--- config.mk ---
export PLATFORM = sky130hd
export DESIGN_NAME = umc_ctrl
export DESIGN_NICKNAME = d
export VERILOG_FILES = /design/src/rtl/umc_sync.v /design/src/rtl/umc_ctrl.v
export VERILOG_INCLUDE_DIRS = /design/src /design/src/rtl
export SDC_FILE = /design/constraint.sdc
export NUM_CORES = 1
export LEC_CHECK = 0
export ABC_AREA = 0
export BUFFER_PORTS_ARGS = -buffer_cell sky130_fd_sc_hd__buf_4
export CAP_MARGIN = 10
export CORE_MARGIN = 1
export CORE_UTILIZATION = 40
export CTS_CLUSTER_SIZE = 24
export DETAILED_ROUTE_END_ITERATION = 16
export GPL_TIMING_DRIVEN = 0
export HOLD_SLACK_MARGIN = 0.12
export PLACE_DENSITY = 0.8
export SLEW_MARGIN = 20
export SYNTH_ARGS = -nofsm -noshare
export SYNTH_HDL_FRONTEND = slang
export SYNTH_SLANG_ARGS = --single-unit
--- constraint.sdc ---
create_clock -name core_clk -period 1.9 [get_ports core_clk]
set_clock_uncertainty 0.15 [all_clocks]
set_input_delay 0.38 -clock core_clk [delete_from_list [all_inputs] [get_ports core_clk]]
set_output_delay 0.38 -clock core_clk [all_outputs]
set_load 0.01 [all_outputs]
--- src/rtl/umc_consts.vh ---
// constants for the usb module control block
`ifndef UMC_CONSTS_VH
`define UMC_CONSTS_VH
`define UMC_ADDR_CTRL      4'h0
`define UMC_ADDR_CFG       4'h4
`define UMC_CTRL_PPRST     6
`define UMC_CTRL_SE0       5
`define UMC_CTRL_PACKET_PROCESSING_DISABLE    4
`define UMC_CTRL_EN        3
`define UMC_CTRL_RESUME    2
`define UMC_CTRL_SUSP      1
`define UMC_CFG_EYE        7
`define UMC_CFG_OEMON      6
`define UMC_CFG_PUEN       4
`define UMC_CFG_TRDIS      3
`define UMC_CFG_FS         2
`define UMC_CFG_PPB_HI     1
`define UMC_CFG_PPB_LO     0
`define UMC_CTRL_RESET     8'h00
`define UMC_CFG_RESET      8'h00
`define UMC_CTRL_WMASK     8'h4E
`define UMC_CFG_WMASK      8'hDF
`define UMC_RESP_OKAY      2'h0
`define UMC_RESP_SLVERR    2'h2
`define UMC_RESUME_MS      10
`endif

--- src/rtl/umc_sync.v ---
// two-flop synchroniser for pin levels
`timescale 1ns/10ps
`default_nettype none
module umc_sync #(
    parameter W = 2
) (
    input  wire         core_clk,   // system clock
    input  wire         nrst,       // async reset, active low
    input  wire [W-1:0] d,          // asynchronous levels
    output reg  [W-1:0] q           // synchronised levels
);
    reg [W-1:0] meta_r;
    always @(posedge core_clk or negedge nrst) begin
        if (!nrst) begin
            meta_r <= {W{1'b0}};
            q      <= {W{1'b0}};
        end else begin
            meta_r <= d;
            q      <= meta_r;
        end
    end
endmodule
`default_nettype wire

--- src/rtl/umc_ctrl.v ---
// usb module control and configuration registers over axi4-lite
`timescale 1ns/10ps
`default_nettype none
`include "umc_consts.vh"
module umc_ctrl (
    input  wire        core_clk,          // 50 MHz clock
    input  wire        nrst,              // async reset, active low
    input  wire [3:0]  s_axi_awaddr,      // write address
    input  wire        s_axi_awvalid,     // write address valid
    output reg         s_axi_awready,     // write address ready
    input  wire [31:0] s_axi_wdata,       // write data
    input  wire [3:0]  s_axi_wstrb,       // write strobes
    input  wire        s_axi_wvalid,      // write data valid
    output reg         s_axi_wready,      // write data ready
    output reg  [1:0]  s_axi_bresp,       // write response
    output reg         s_axi_bvalid,      // write response valid
    input  wire        s_axi_bready,      // write response ready
    input  wire [3:0]  s_axi_araddr,      // read address
    input  wire        s_axi_arvalid,     // read address valid
    output reg         s_axi_arready,     // read address ready
    output reg  [31:0] s_axi_rdata,       // read data
    output reg  [1:0]  s_axi_rresp,       // read response
    output reg         s_axi_rvalid,      // read data valid
    input  wire        s_axi_rready,      // read data ready
    input  wire        bus_vp,            // d+ single-ended receiver pin
    input  wire        bus_vm,            // d- single-ended receiver pin
    input  wire        setup_token_rx,    // engine pulse: setup token seen
    output reg         module_active,     // module and circuitry enabled
    output reg         regulator_on,      // regulator enable request
    output reg         pingpong_clear,    // clear every pointer bit
    output reg         pingpong_force_even, // hold pointers on even bank
    output reg         engine_halt,       // token and packet processing halted
    output reg         resume_drive,      // drive resume signalling
    output reg         engine_clk_en,     // engine input clock gate
    output reg         low_power,         // module in power conserve mode
    output reg         xcvr_idle,         // transceiver outputs forced idle
    output reg         xcvr_external,     // external transceiver selected
    output reg         full_speed,        // full-speed edge rates
    output reg         pullup_on,         // on-chip pull-up enable
    output reg         oe_monitor,        // output enable monitor on
    output reg         eye_test,          // eye pattern test on
    output reg  [1:0]  pingpong_mode      // ping-pong buffering mode
);
    reg [7:0] ctrl_r;
    reg [7:0] cfg_r;
    reg       se0_r;
    reg       aw_got_r;
    reg [3:0] aw_addr_r;
    reg       w_got_r;
    reg [7:0] w_data_r;
    reg       w_strb_r;
    wire [1:0] pins_s;
    wire       se0_now;
    wire       en;
    wire       susp;
    wire       pp_mode_on;
    wire       wr_go;
    wire       rd_go;
    wire [1:0] wr_sel;
    wire [1:0] rd_sel;
    wire       ctrl_wr;
    wire       cfg_wr;
    reg [7:0]  ctrl_nxt;
    reg [7:0]  cfg_nxt;
    reg [7:0]  rd_byte;
    reg [1:0]  rd_resp;
    reg        module_active_nxt;
    reg        regulator_on_nxt;
    reg        pingpong_clear_nxt;
    reg        pingpong_force_even_nxt;
    reg        engine_halt_nxt;
    reg        resume_drive_nxt;
    reg        engine_clk_en_nxt;
    reg        low_power_nxt;
    reg        xcvr_idle_nxt;
    reg        xcvr_external_nxt;
    reg        full_speed_nxt;
    reg        pullup_on_nxt;
    reg        oe_monitor_nxt;
    reg        eye_test_nxt;
    reg [1:0]  pingpong_mode_nxt;

    localparam SEL_CTRL = 2'h0;
    localparam SEL_CFG  = 2'h1;
    localparam SEL_NONE = 2'h3;

    // flag applies only when the module is enabled
    function gated;
        input e;
        input b;
        begin
            gated = e & b;
        end
    endfunction

    // which register an address selects; anything else is refused
    function [1:0] reg_sel;
        input [3:0] a;
        begin
            if (a == `UMC_ADDR_CTRL) begin
                reg_sel = SEL_CTRL;
            end else if (a == `UMC_ADDR_CFG) begin
                reg_sel = SEL_CFG;
            end else begin
                reg_sel = SEL_NONE;
            end
        end
    endfunction

    umc_sync #(.W(2)) u_sync (
        .core_clk (core_clk),
        .nrst     (nrst),
        .d        ({bus_vp, bus_vm}),
        .q        (pins_s)
    );

    assign en         = ctrl_r[`UMC_CTRL_EN];
    assign susp       = ctrl_r[`UMC_CTRL_SUSP];
    // live bus state, shown whether or not enabled
    assign se0_now    = ~pins_s[1] & ~pins_s[0];
    // pointer reset only means something with ping-pong buffers
    assign pp_mode_on = cfg_r[`UMC_CFG_PPB_HI:`UMC_CFG_PPB_LO] != 2'h0;
    assign wr_go      = aw_got_r & w_got_r & ~s_axi_bvalid;
    assign rd_go      = s_axi_arvalid & s_axi_arready;
    assign wr_sel     = reg_sel(aw_addr_r);
    assign rd_sel     = reg_sel(s_axi_araddr);
    // byte lane 0 carries the whole register
    assign ctrl_wr    = wr_go & w_strb_r & (wr_sel == SEL_CTRL);
    assign cfg_wr     = wr_go & w_strb_r & (wr_sel == SEL_CFG);

    // single-ended zero: both lines low
    always @(posedge core_clk or negedge nrst) begin
        if (!nrst) begin
            se0_r <= 1'b0;
        end else begin
            se0_r <= se0_now;
        end
    end

    // write channel capture, either order
    always @(posedge core_clk or negedge nrst) begin
        if (!nrst) begin
            aw_got_r      <= 1'b0;
            aw_addr_r     <= 4'h0;
            w_got_r       <= 1'b0;
            w_data_r      <= 8'h00;
            w_strb_r      <= 1'b0;
            s_axi_awready <= 1'b0;
            s_axi_wready  <= 1'b0;
            s_axi_bvalid  <= 1'b0;
            s_axi_bresp   <= `UMC_RESP_OKAY;
        end else begin
            s_axi_awready <= ~aw_got_r & ~s_axi_awready & ~s_axi_bvalid;
            s_axi_wready  <= ~w_got_r & ~s_axi_wready & ~s_axi_bvalid;
            if (s_axi_awvalid & s_axi_awready) begin
                aw_got_r  <= 1'b1;
                aw_addr_r <= s_axi_awaddr;
                s_axi_awready <= 1'b0;
            end
            if (s_axi_wvalid & s_axi_wready) begin
                w_got_r  <= 1'b1;
                w_data_r <= s_axi_wdata[7:0];
                w_strb_r <= s_axi_wstrb[0];
                s_axi_wready <= 1'b0;
            end
            if (wr_go) begin
                aw_got_r     <= 1'b0;
                w_got_r      <= 1'b0;
                s_axi_bvalid <= 1'b1;
                if (wr_sel != SEL_NONE) begin
                    s_axi_bresp <= `UMC_RESP_OKAY;
                end else begin
                    s_axi_bresp <= `UMC_RESP_SLVERR;
                end
            end else if (s_axi_bvalid & s_axi_bready) begin
                s_axi_bvalid <= 1'b0;
            end
        end
    end

    // next control value; reachable in suspend too
    always @* begin
        ctrl_nxt = ctrl_r;
        if (ctrl_wr) begin
            ctrl_nxt = w_data_r & `UMC_CTRL_WMASK;
            // packet disable: firmware may clear only
            ctrl_nxt[`UMC_CTRL_PACKET_PROCESSING_DISABLE] = ctrl_r[`UMC_CTRL_PACKET_PROCESSING_DISABLE] & w_data_r[`UMC_CTRL_PACKET_PROCESSING_DISABLE];
        end
        // set wins over a simultaneous clear
        if (setup_token_rx & en) begin
            ctrl_nxt[`UMC_CTRL_PACKET_PROCESSING_DISABLE] = 1'b1;
        end
    end

    // next configuration value
    always @* begin
        cfg_nxt = cfg_r;
        if (cfg_wr) begin
            cfg_nxt = w_data_r & `UMC_CFG_WMASK;
        end
    end

    always @(posedge core_clk or negedge nrst) begin
        if (!nrst) begin
            ctrl_r <= `UMC_CTRL_RESET;
            cfg_r  <= `UMC_CFG_RESET;
        end else begin
            ctrl_r <= ctrl_nxt;
            cfg_r  <= cfg_nxt;
        end
    end

    // read channel
    always @* begin
        rd_byte = 8'h00;
        rd_resp = `UMC_RESP_OKAY;
        if (rd_sel == SEL_CTRL) begin
            rd_byte = ctrl_r & `UMC_CTRL_WMASK | {2'b00, se0_r, ctrl_r[`UMC_CTRL_PACKET_PROCESSING_DISABLE], 4'h0};
        end else if (rd_sel == SEL_CFG) begin
            rd_byte = cfg_r;
        end else begin
            rd_resp = `UMC_RESP_SLVERR;
        end
    end

    always @(posedge core_clk or negedge nrst) begin
        if (!nrst) begin
            s_axi_arready <= 1'b0;
            s_axi_rvalid  <= 1'b0;
            s_axi_rdata   <= 32'h00000000;
            s_axi_rresp   <= `UMC_RESP_OKAY;
        end else begin
            s_axi_arready <= ~s_axi_arready & ~s_axi_rvalid & ~s_axi_arvalid ? 1'b0 :
                             ~s_axi_arready & ~s_axi_rvalid;
            if (rd_go) begin
                s_axi_rvalid <= 1'b1;
                s_axi_rdata  <= {24'h000000, rd_byte};
                s_axi_rresp  <= rd_resp;
            end else if (s_axi_rvalid & s_axi_rready) begin
                s_axi_rvalid <= 1'b0;
            end
        end
    end

    // next levels toward engine, transceiver and regulator
    always @* begin
        module_active_nxt       = en;
        regulator_on_nxt        = en & ~susp;
        pingpong_clear_nxt      = en & ~module_active;
        // only in a ping-pong mode, only when enabled
        pingpong_force_even_nxt = gated(en, ctrl_r[`UMC_CTRL_PPRST]) & pp_mode_on;
        // pending status fifo is untouched by this halt
        engine_halt_nxt         = gated(en, ctrl_r[`UMC_CTRL_PACKET_PROCESSING_DISABLE]);
        resume_drive_nxt        = gated(en, ctrl_r[`UMC_CTRL_RESUME]) & ~susp;
        engine_clk_en_nxt       = en & ~susp;
        low_power_nxt           = ~en | susp;
        // suspend keeps the outputs idle even with resume set
        xcvr_idle_nxt           = ~en | susp;
        xcvr_external_nxt       = cfg_r[`UMC_CFG_TRDIS];
        full_speed_nxt          = cfg_r[`UMC_CFG_FS];
        pullup_on_nxt           = gated(en, cfg_r[`UMC_CFG_PUEN]) & ~cfg_r[`UMC_CFG_TRDIS];
        oe_monitor_nxt          = cfg_r[`UMC_CFG_OEMON] | cfg_r[`UMC_CFG_TRDIS];
        eye_test_nxt            = gated(en, cfg_r[`UMC_CFG_EYE]);
        pingpong_mode_nxt       = cfg_r[`UMC_CFG_PPB_HI:`UMC_CFG_PPB_LO];
    end

    // outputs toward engine, transceiver and regulator
    always @(posedge core_clk or negedge nrst) begin
        if (!nrst) begin
            module_active       <= 1'b0;
            regulator_on        <= 1'b0;
            pingpong_clear      <= 1'b0;
            pingpong_force_even <= 1'b0;
            engine_halt         <= 1'b0;
            resume_drive        <= 1'b0;
            engine_clk_en       <= 1'b0;
            low_power           <= 1'b0;
            xcvr_idle           <= 1'b1;
            xcvr_external       <= 1'b0;
            full_speed          <= 1'b0;
            pullup_on           <= 1'b0;
            oe_monitor          <= 1'b0;
            eye_test            <= 1'b0;
            pingpong_mode       <= 2'h0;
        end else begin
            module_active       <= module_active_nxt;
            regulator_on        <= regulator_on_nxt;
            pingpong_clear      <= pingpong_clear_nxt;
            pingpong_force_even <= pingpong_force_even_nxt;
            engine_halt         <= engine_halt_nxt;
            resume_drive        <= resume_drive_nxt;
            engine_clk_en       <= engine_clk_en_nxt;
            low_power           <= low_power_nxt;
            xcvr_idle           <= xcvr_idle_nxt;
            xcvr_external       <= xcvr_external_nxt;
            full_speed          <= full_speed_nxt;
            pullup_on           <= pullup_on_nxt;
            oe_monitor          <= oe_monitor_nxt;
            eye_test            <= eye_test_nxt;
            pingpong_mode       <= pingpong_mode_nxt;
        end
    end
endmodule
`default_nettype wire

# ---- Yosys cells after proc, flatten, opt, wreduce, memory -nomap -nowiden
# Index checks and enable logic that the tools add are counted.
dict set report op_classes {
  n_reduce_logical 10
  n_mux 22
  bitwise 46
  n_eq_ne 5
}
# cell count
set ops {}
lappend ops {{$and 1x1->1} 29}
lappend ops {{$mux 8} 2}
lappend ops {{$mux 2} 7}
lappend ops {{$not 1->1} 14}
lappend ops {{$mux 1} 12}
lappend ops {{$reduce_bool 2->1} 6}
lappend ops {{$eq 4x3->1 const B} 2}
lappend ops {{$logic_not 4->1} 2}
lappend ops {{$or 7x6->7} 1}
lappend ops {{$mux 5} 1}
lappend ops {{$eq 2x1->1 const B} 2}
lappend ops {{$logic_not 2->1} 2}
lappend ops {{$ne 2x2->1 const B} 1}
lappend ops {{$or 1x1->1} 2}
dict set report totals {
  word_cells 116
  out_inout_bits 57
  register_bits 64
}

# ---- Longest topological paths before layout
dict set report depth {
  word_depth 7
  ltp_mapped 4
  depth_no_buf 3
}

# ---- Hierarchy
# A second synthesis with hierarchy kept.
dict set report hier_totals {
  cells_unflattened 179
  hier_area_um2 2399.8
}
# module area_per_inst_um2 cells_per_inst instances seq_area_each_um2
set modules_own_cells {}
lappend modules_own_cells {umc_ctrl 2299.7 175 1 1427.6}
lappend modules_own_cells {umc_sync 100.1 4 1 100.1}

# ---- Worst setup path before layout
# No wires, ideal clock.
dict set report synth_timing {
  path_type {register -> register}
  startpoint {register s_axi_bvalid}
  endpoint {register ctrl_r[1]}
  setup_ns 0.125
  required_time_ns 1.625
  path_slack_ns 0.275
  path_stages_with_launch 5
  arrival_time_ns 1.349
  path_cell_list {dfrtp_1 and3b_4 and4b_1 buf_6 mux2_4}
}
dict set report synth_via {
  elab_chain_cells 4
}
# item line_no
set synth_lines {}
lappend synth_lines {{start: declaration} umc_ctrl.v:16} ;# output reg s_axi_bvalid,
lappend synth_lines {{start signal: assignment} umc_ctrl.v:150} ;# s_axi_bvalid <= 1'b0;
lappend synth_lines {{start signal: assignment} umc_ctrl.v:169} ;# s_axi_bvalid <= 1'b1;
lappend synth_lines {{start signal: assignment} umc_ctrl.v:176} ;# s_axi_bvalid <= 1'b0;
lappend synth_lines {{$not 1->1} umc_ctrl.v:123} ;# assign wr_go = aw_got_r & w_got_r & ~s_axi_bvalid;
lappend synth_lines {{$and 1x1->1} umc_ctrl.v:123}
lappend synth_lines {{$and 1x1->1 (2 in a row)} umc_ctrl.v:128} ;# assign ctrl_wr = wr_go & w_strb_r & (wr_sel == SEL_CTRL);
lappend synth_lines {{end signal: assignment} umc_ctrl.v:205} ;# ctrl_r <= `UMC_CTRL_RESET;
lappend synth_lines {{end signal: assignment} umc_ctrl.v:208} ;# ctrl_r <= ctrl_nxt;
lappend synth_lines {{end: declaration} umc_ctrl.v:44} ;# reg [7:0] ctrl_r;
# Every way passes these cells.
# A chain may end at the register's enable or synchronous reset.

# ---- Worst setup path in the final report
# Same ends and word-level chain as after synthesis.

==> metrics <==
aggregate negative setup slack=0 ns; type of the worst setup path=reg -> reg; Synth Register Bits=61; CTS tree=done; number of enable-type register cells in the synthesized netlist=0; area added between synthesis and finish=37.4%; Initial Utilization=42.7%; asr flop ratio synth=100%; RSZ-0062 raised after global routing=false; total die area=6340 sq um; cell taking the most area after synthesis=dfrtp_1; CTS Root Cell=clkbuf_8; sequential-to-total area share from yosys stat=63.4%; cell leakage power=1.74 nW; vias in the first global route=1,526; final cycle utilization of the critical path=88.5%; tightest slew margin relative to the limit=50.2%; nature of the critical path endpoint=flip-flop; number of hold-slack violations in the final timing report=0; count of unresolved DRC violations after routing=0; result of the run=complete, no violations; first-pass GRT wire length=7.12 mm; mean post-synth cell area=13.5 sq um; share of layout cells above drive strength 1=44.5%; number of buffers on the longest clock path=2; Routed WL=4.41 mm; minimum period implied by the final worst setup slack=1.68 ns; die height=79.6 um; routed length per instance=12.4 um; number of gates resized after CTS=0; Port Buf Inserts=55; RD Place Congestion=0.722; kind of start point of the critical path=flip-flop; number of H-tree levels=3; Critical Path RT=1.96 ns; number of cells traversed by the worst register-to-register path=4; total setup buffers inserted after CTS=0; commonest cells after routing, fill and taps aside=buf_4 (82), dfrtp_1 (60), conb_1 (26); total routing resource utilization after global routing=15.2%; number of nets still failing antenna checks after routing=0; DP HPWL=3.11 mm; commonest non-fill, non-tap cell in the layout=buf_4; finished layout cell area=3310 sq um; count of antenna diodes in the layout=0; class of the worst hold path=in -> reg; total CTS buffers=9; number of rows in the core area=27; die outline width=79.6 um; total clock sinks=61; Min-Delay Path Depth=2; Max IR drop VDD=0.000682 V; final-layout fill cell count=479; cell area after placement=3010 sq um; number of warnings printed during yosys synthesis=0; initial antenna violation count=0; maximum number of pins on one net before global-route repair=62; vias per inst=4.41; Post-layout nets=332; worst path arrival time=1.74 ns; ports placed on the boundary=111; max-slew violation count=0; violation count after the first detailed-routing iteration=57; Area contributors post-synth=dfrtp_1 (62%), mux2_2 (8.9%), buf_4 (8.4%); clock insertion delay at the later pin of the skew report=0.33 ns; via count=1,567; CP max FO=6; Primary FF master, synth=dfrtp_1; number of cells produced by synthesis=179; upper clock frequency limit=0.594 GHz; Congestion Overflow GR=0; slew at the pin closest to its max-slew limit=0.746 ns; area fraction of the dominant cell type after synthesis=62.3%; standard cell core area=5640 sq um; max-cap violation count=0; library cells used by synthesis=30; drt first pass iters=4; final count of negative-setup-slack endpoints=0; pwr dens=1300 nW/um^2; post-synthesis cell area=2410 sq um; clock-pin slew reported for the worst setup and hold paths after clock tree synthesis=0.07 ns
-- path summary, 6_finish.rpt --
check | slack (ns) | endpoint | from
max | 0.22 | ctrl_r[1] | s_axi_bvalid
min | 0.13 | w_data_r[1] | s_axi_wdata[1]
max reg2reg | 0.22 | ctrl_r[1] | s_axi_bvalid
min reg2reg | 0.20 | u_sync.q[1] | u_sync.meta_r[1]
max in group asynchronous | 0.57 | cfg_r[0] | nrst
min in group asynchronous | 0.54 | u_sync.q[0] | nrst
-- area by class of cell --
cell class / instances / area, sq um / area share, %
Inverter: 4 / 15.0 / 0.453
Multi-Input combinational cell: 108 / 737 / 22.2
Clock inverter: 4 / 70.1 / 2.11
Clock buffer: 12 / 155 / 4.68
Buffer: 31 / 225 / 6.80
Sequential cell: 61 / 1530 / 46.1
Tap cell: 72 / 90.1 / 2.72
Timing Repair Buffer: 63 / 493 / 14.9
-- registers in the layout, indices dropped and copies added (netlist names), 2 cells and up --
| register | flops |
|---|---|
| u_sync.q | 2 |
| cfg_r | 7 |
| pingpong_mode | 2 |
| w_data_r | 7 |
| u_sync.meta_r | 2 |
| ctrl_r | 5 |
| s_axi_rdata | 8 |
| aw_addr_r | 4 |
-- logic make-up after synthesis --
logic type      synth area share (%)
compound gates                  4.36
other cells                    0.156
simple gates                    8.72
mux                             13.4
flops                           63.4
buf+inv                         9.96
-- critical path, stage by stage, from the launching register on --
cell and delay (ns):
dfrtp_1 0.44, and3b_4 0.34, and4b_1 0.21, buf_6 0.13
mux2_4 0.29
-- Yosys cell counts (2+ instances only) --
library cell  count
mux2i_1           5
o31ai_1           5
buf_4            27
clkbuf_1          3
nor3_1            3
nand2_1          14
nor2_1            4
a21oi_1           2
nand3b_1          2
nand3_1           2
and2_1            3
o21ai_0           8
mux2_4            4
inv_1             4
dfrtp_1          60
mux2_2           19
-- power breakdown --
group	internal (mW)	switching, mW	total, mW
Sequential	1.71	0.304	2.01
Combinational	0.601	0.401	1.00
Clock	0.806	0.480	1.29
Total	3.11	1.18	4.30
-- per-layer routing --
layer / vias up / global-route usage [%] / share of wire (%)
li1: 752 / - / -
met5: - / 0 / 0
met1: 745 / 17.2 / 41
met2: 61 / 25.4 / 50
met4: 0 / 8.18 / 1.7
met3: 9 / 4.80 / 7.5
-- repair_timing --
action,CTS,global route
hold buffers,8,0
setup endpoints to repair,0,0
hold endpoints to repair,67,0
-- per-stage QoR --
step | power (mW) | worst slack, ns | util [%] | hold WS (ns) | cells
floorplan | 2.54 | 0.275 | - | -0.0656 | 204
global route | 4.54 | 0.138 | 58.7 | 0.126 | 355
detailed placement | 3.04 | 0.218 | 53.3 | 0.193 | 331
CTS | 4.34 | 0.205 | 58.7 | 0.120 | 355
finish | 4.30 | 0.218 | 58.7 | 0.131 | 355
global placement | 2.97 | 0.241 | 53.3 | 0.184 | 331
Power figures use the tool's default switching activity.
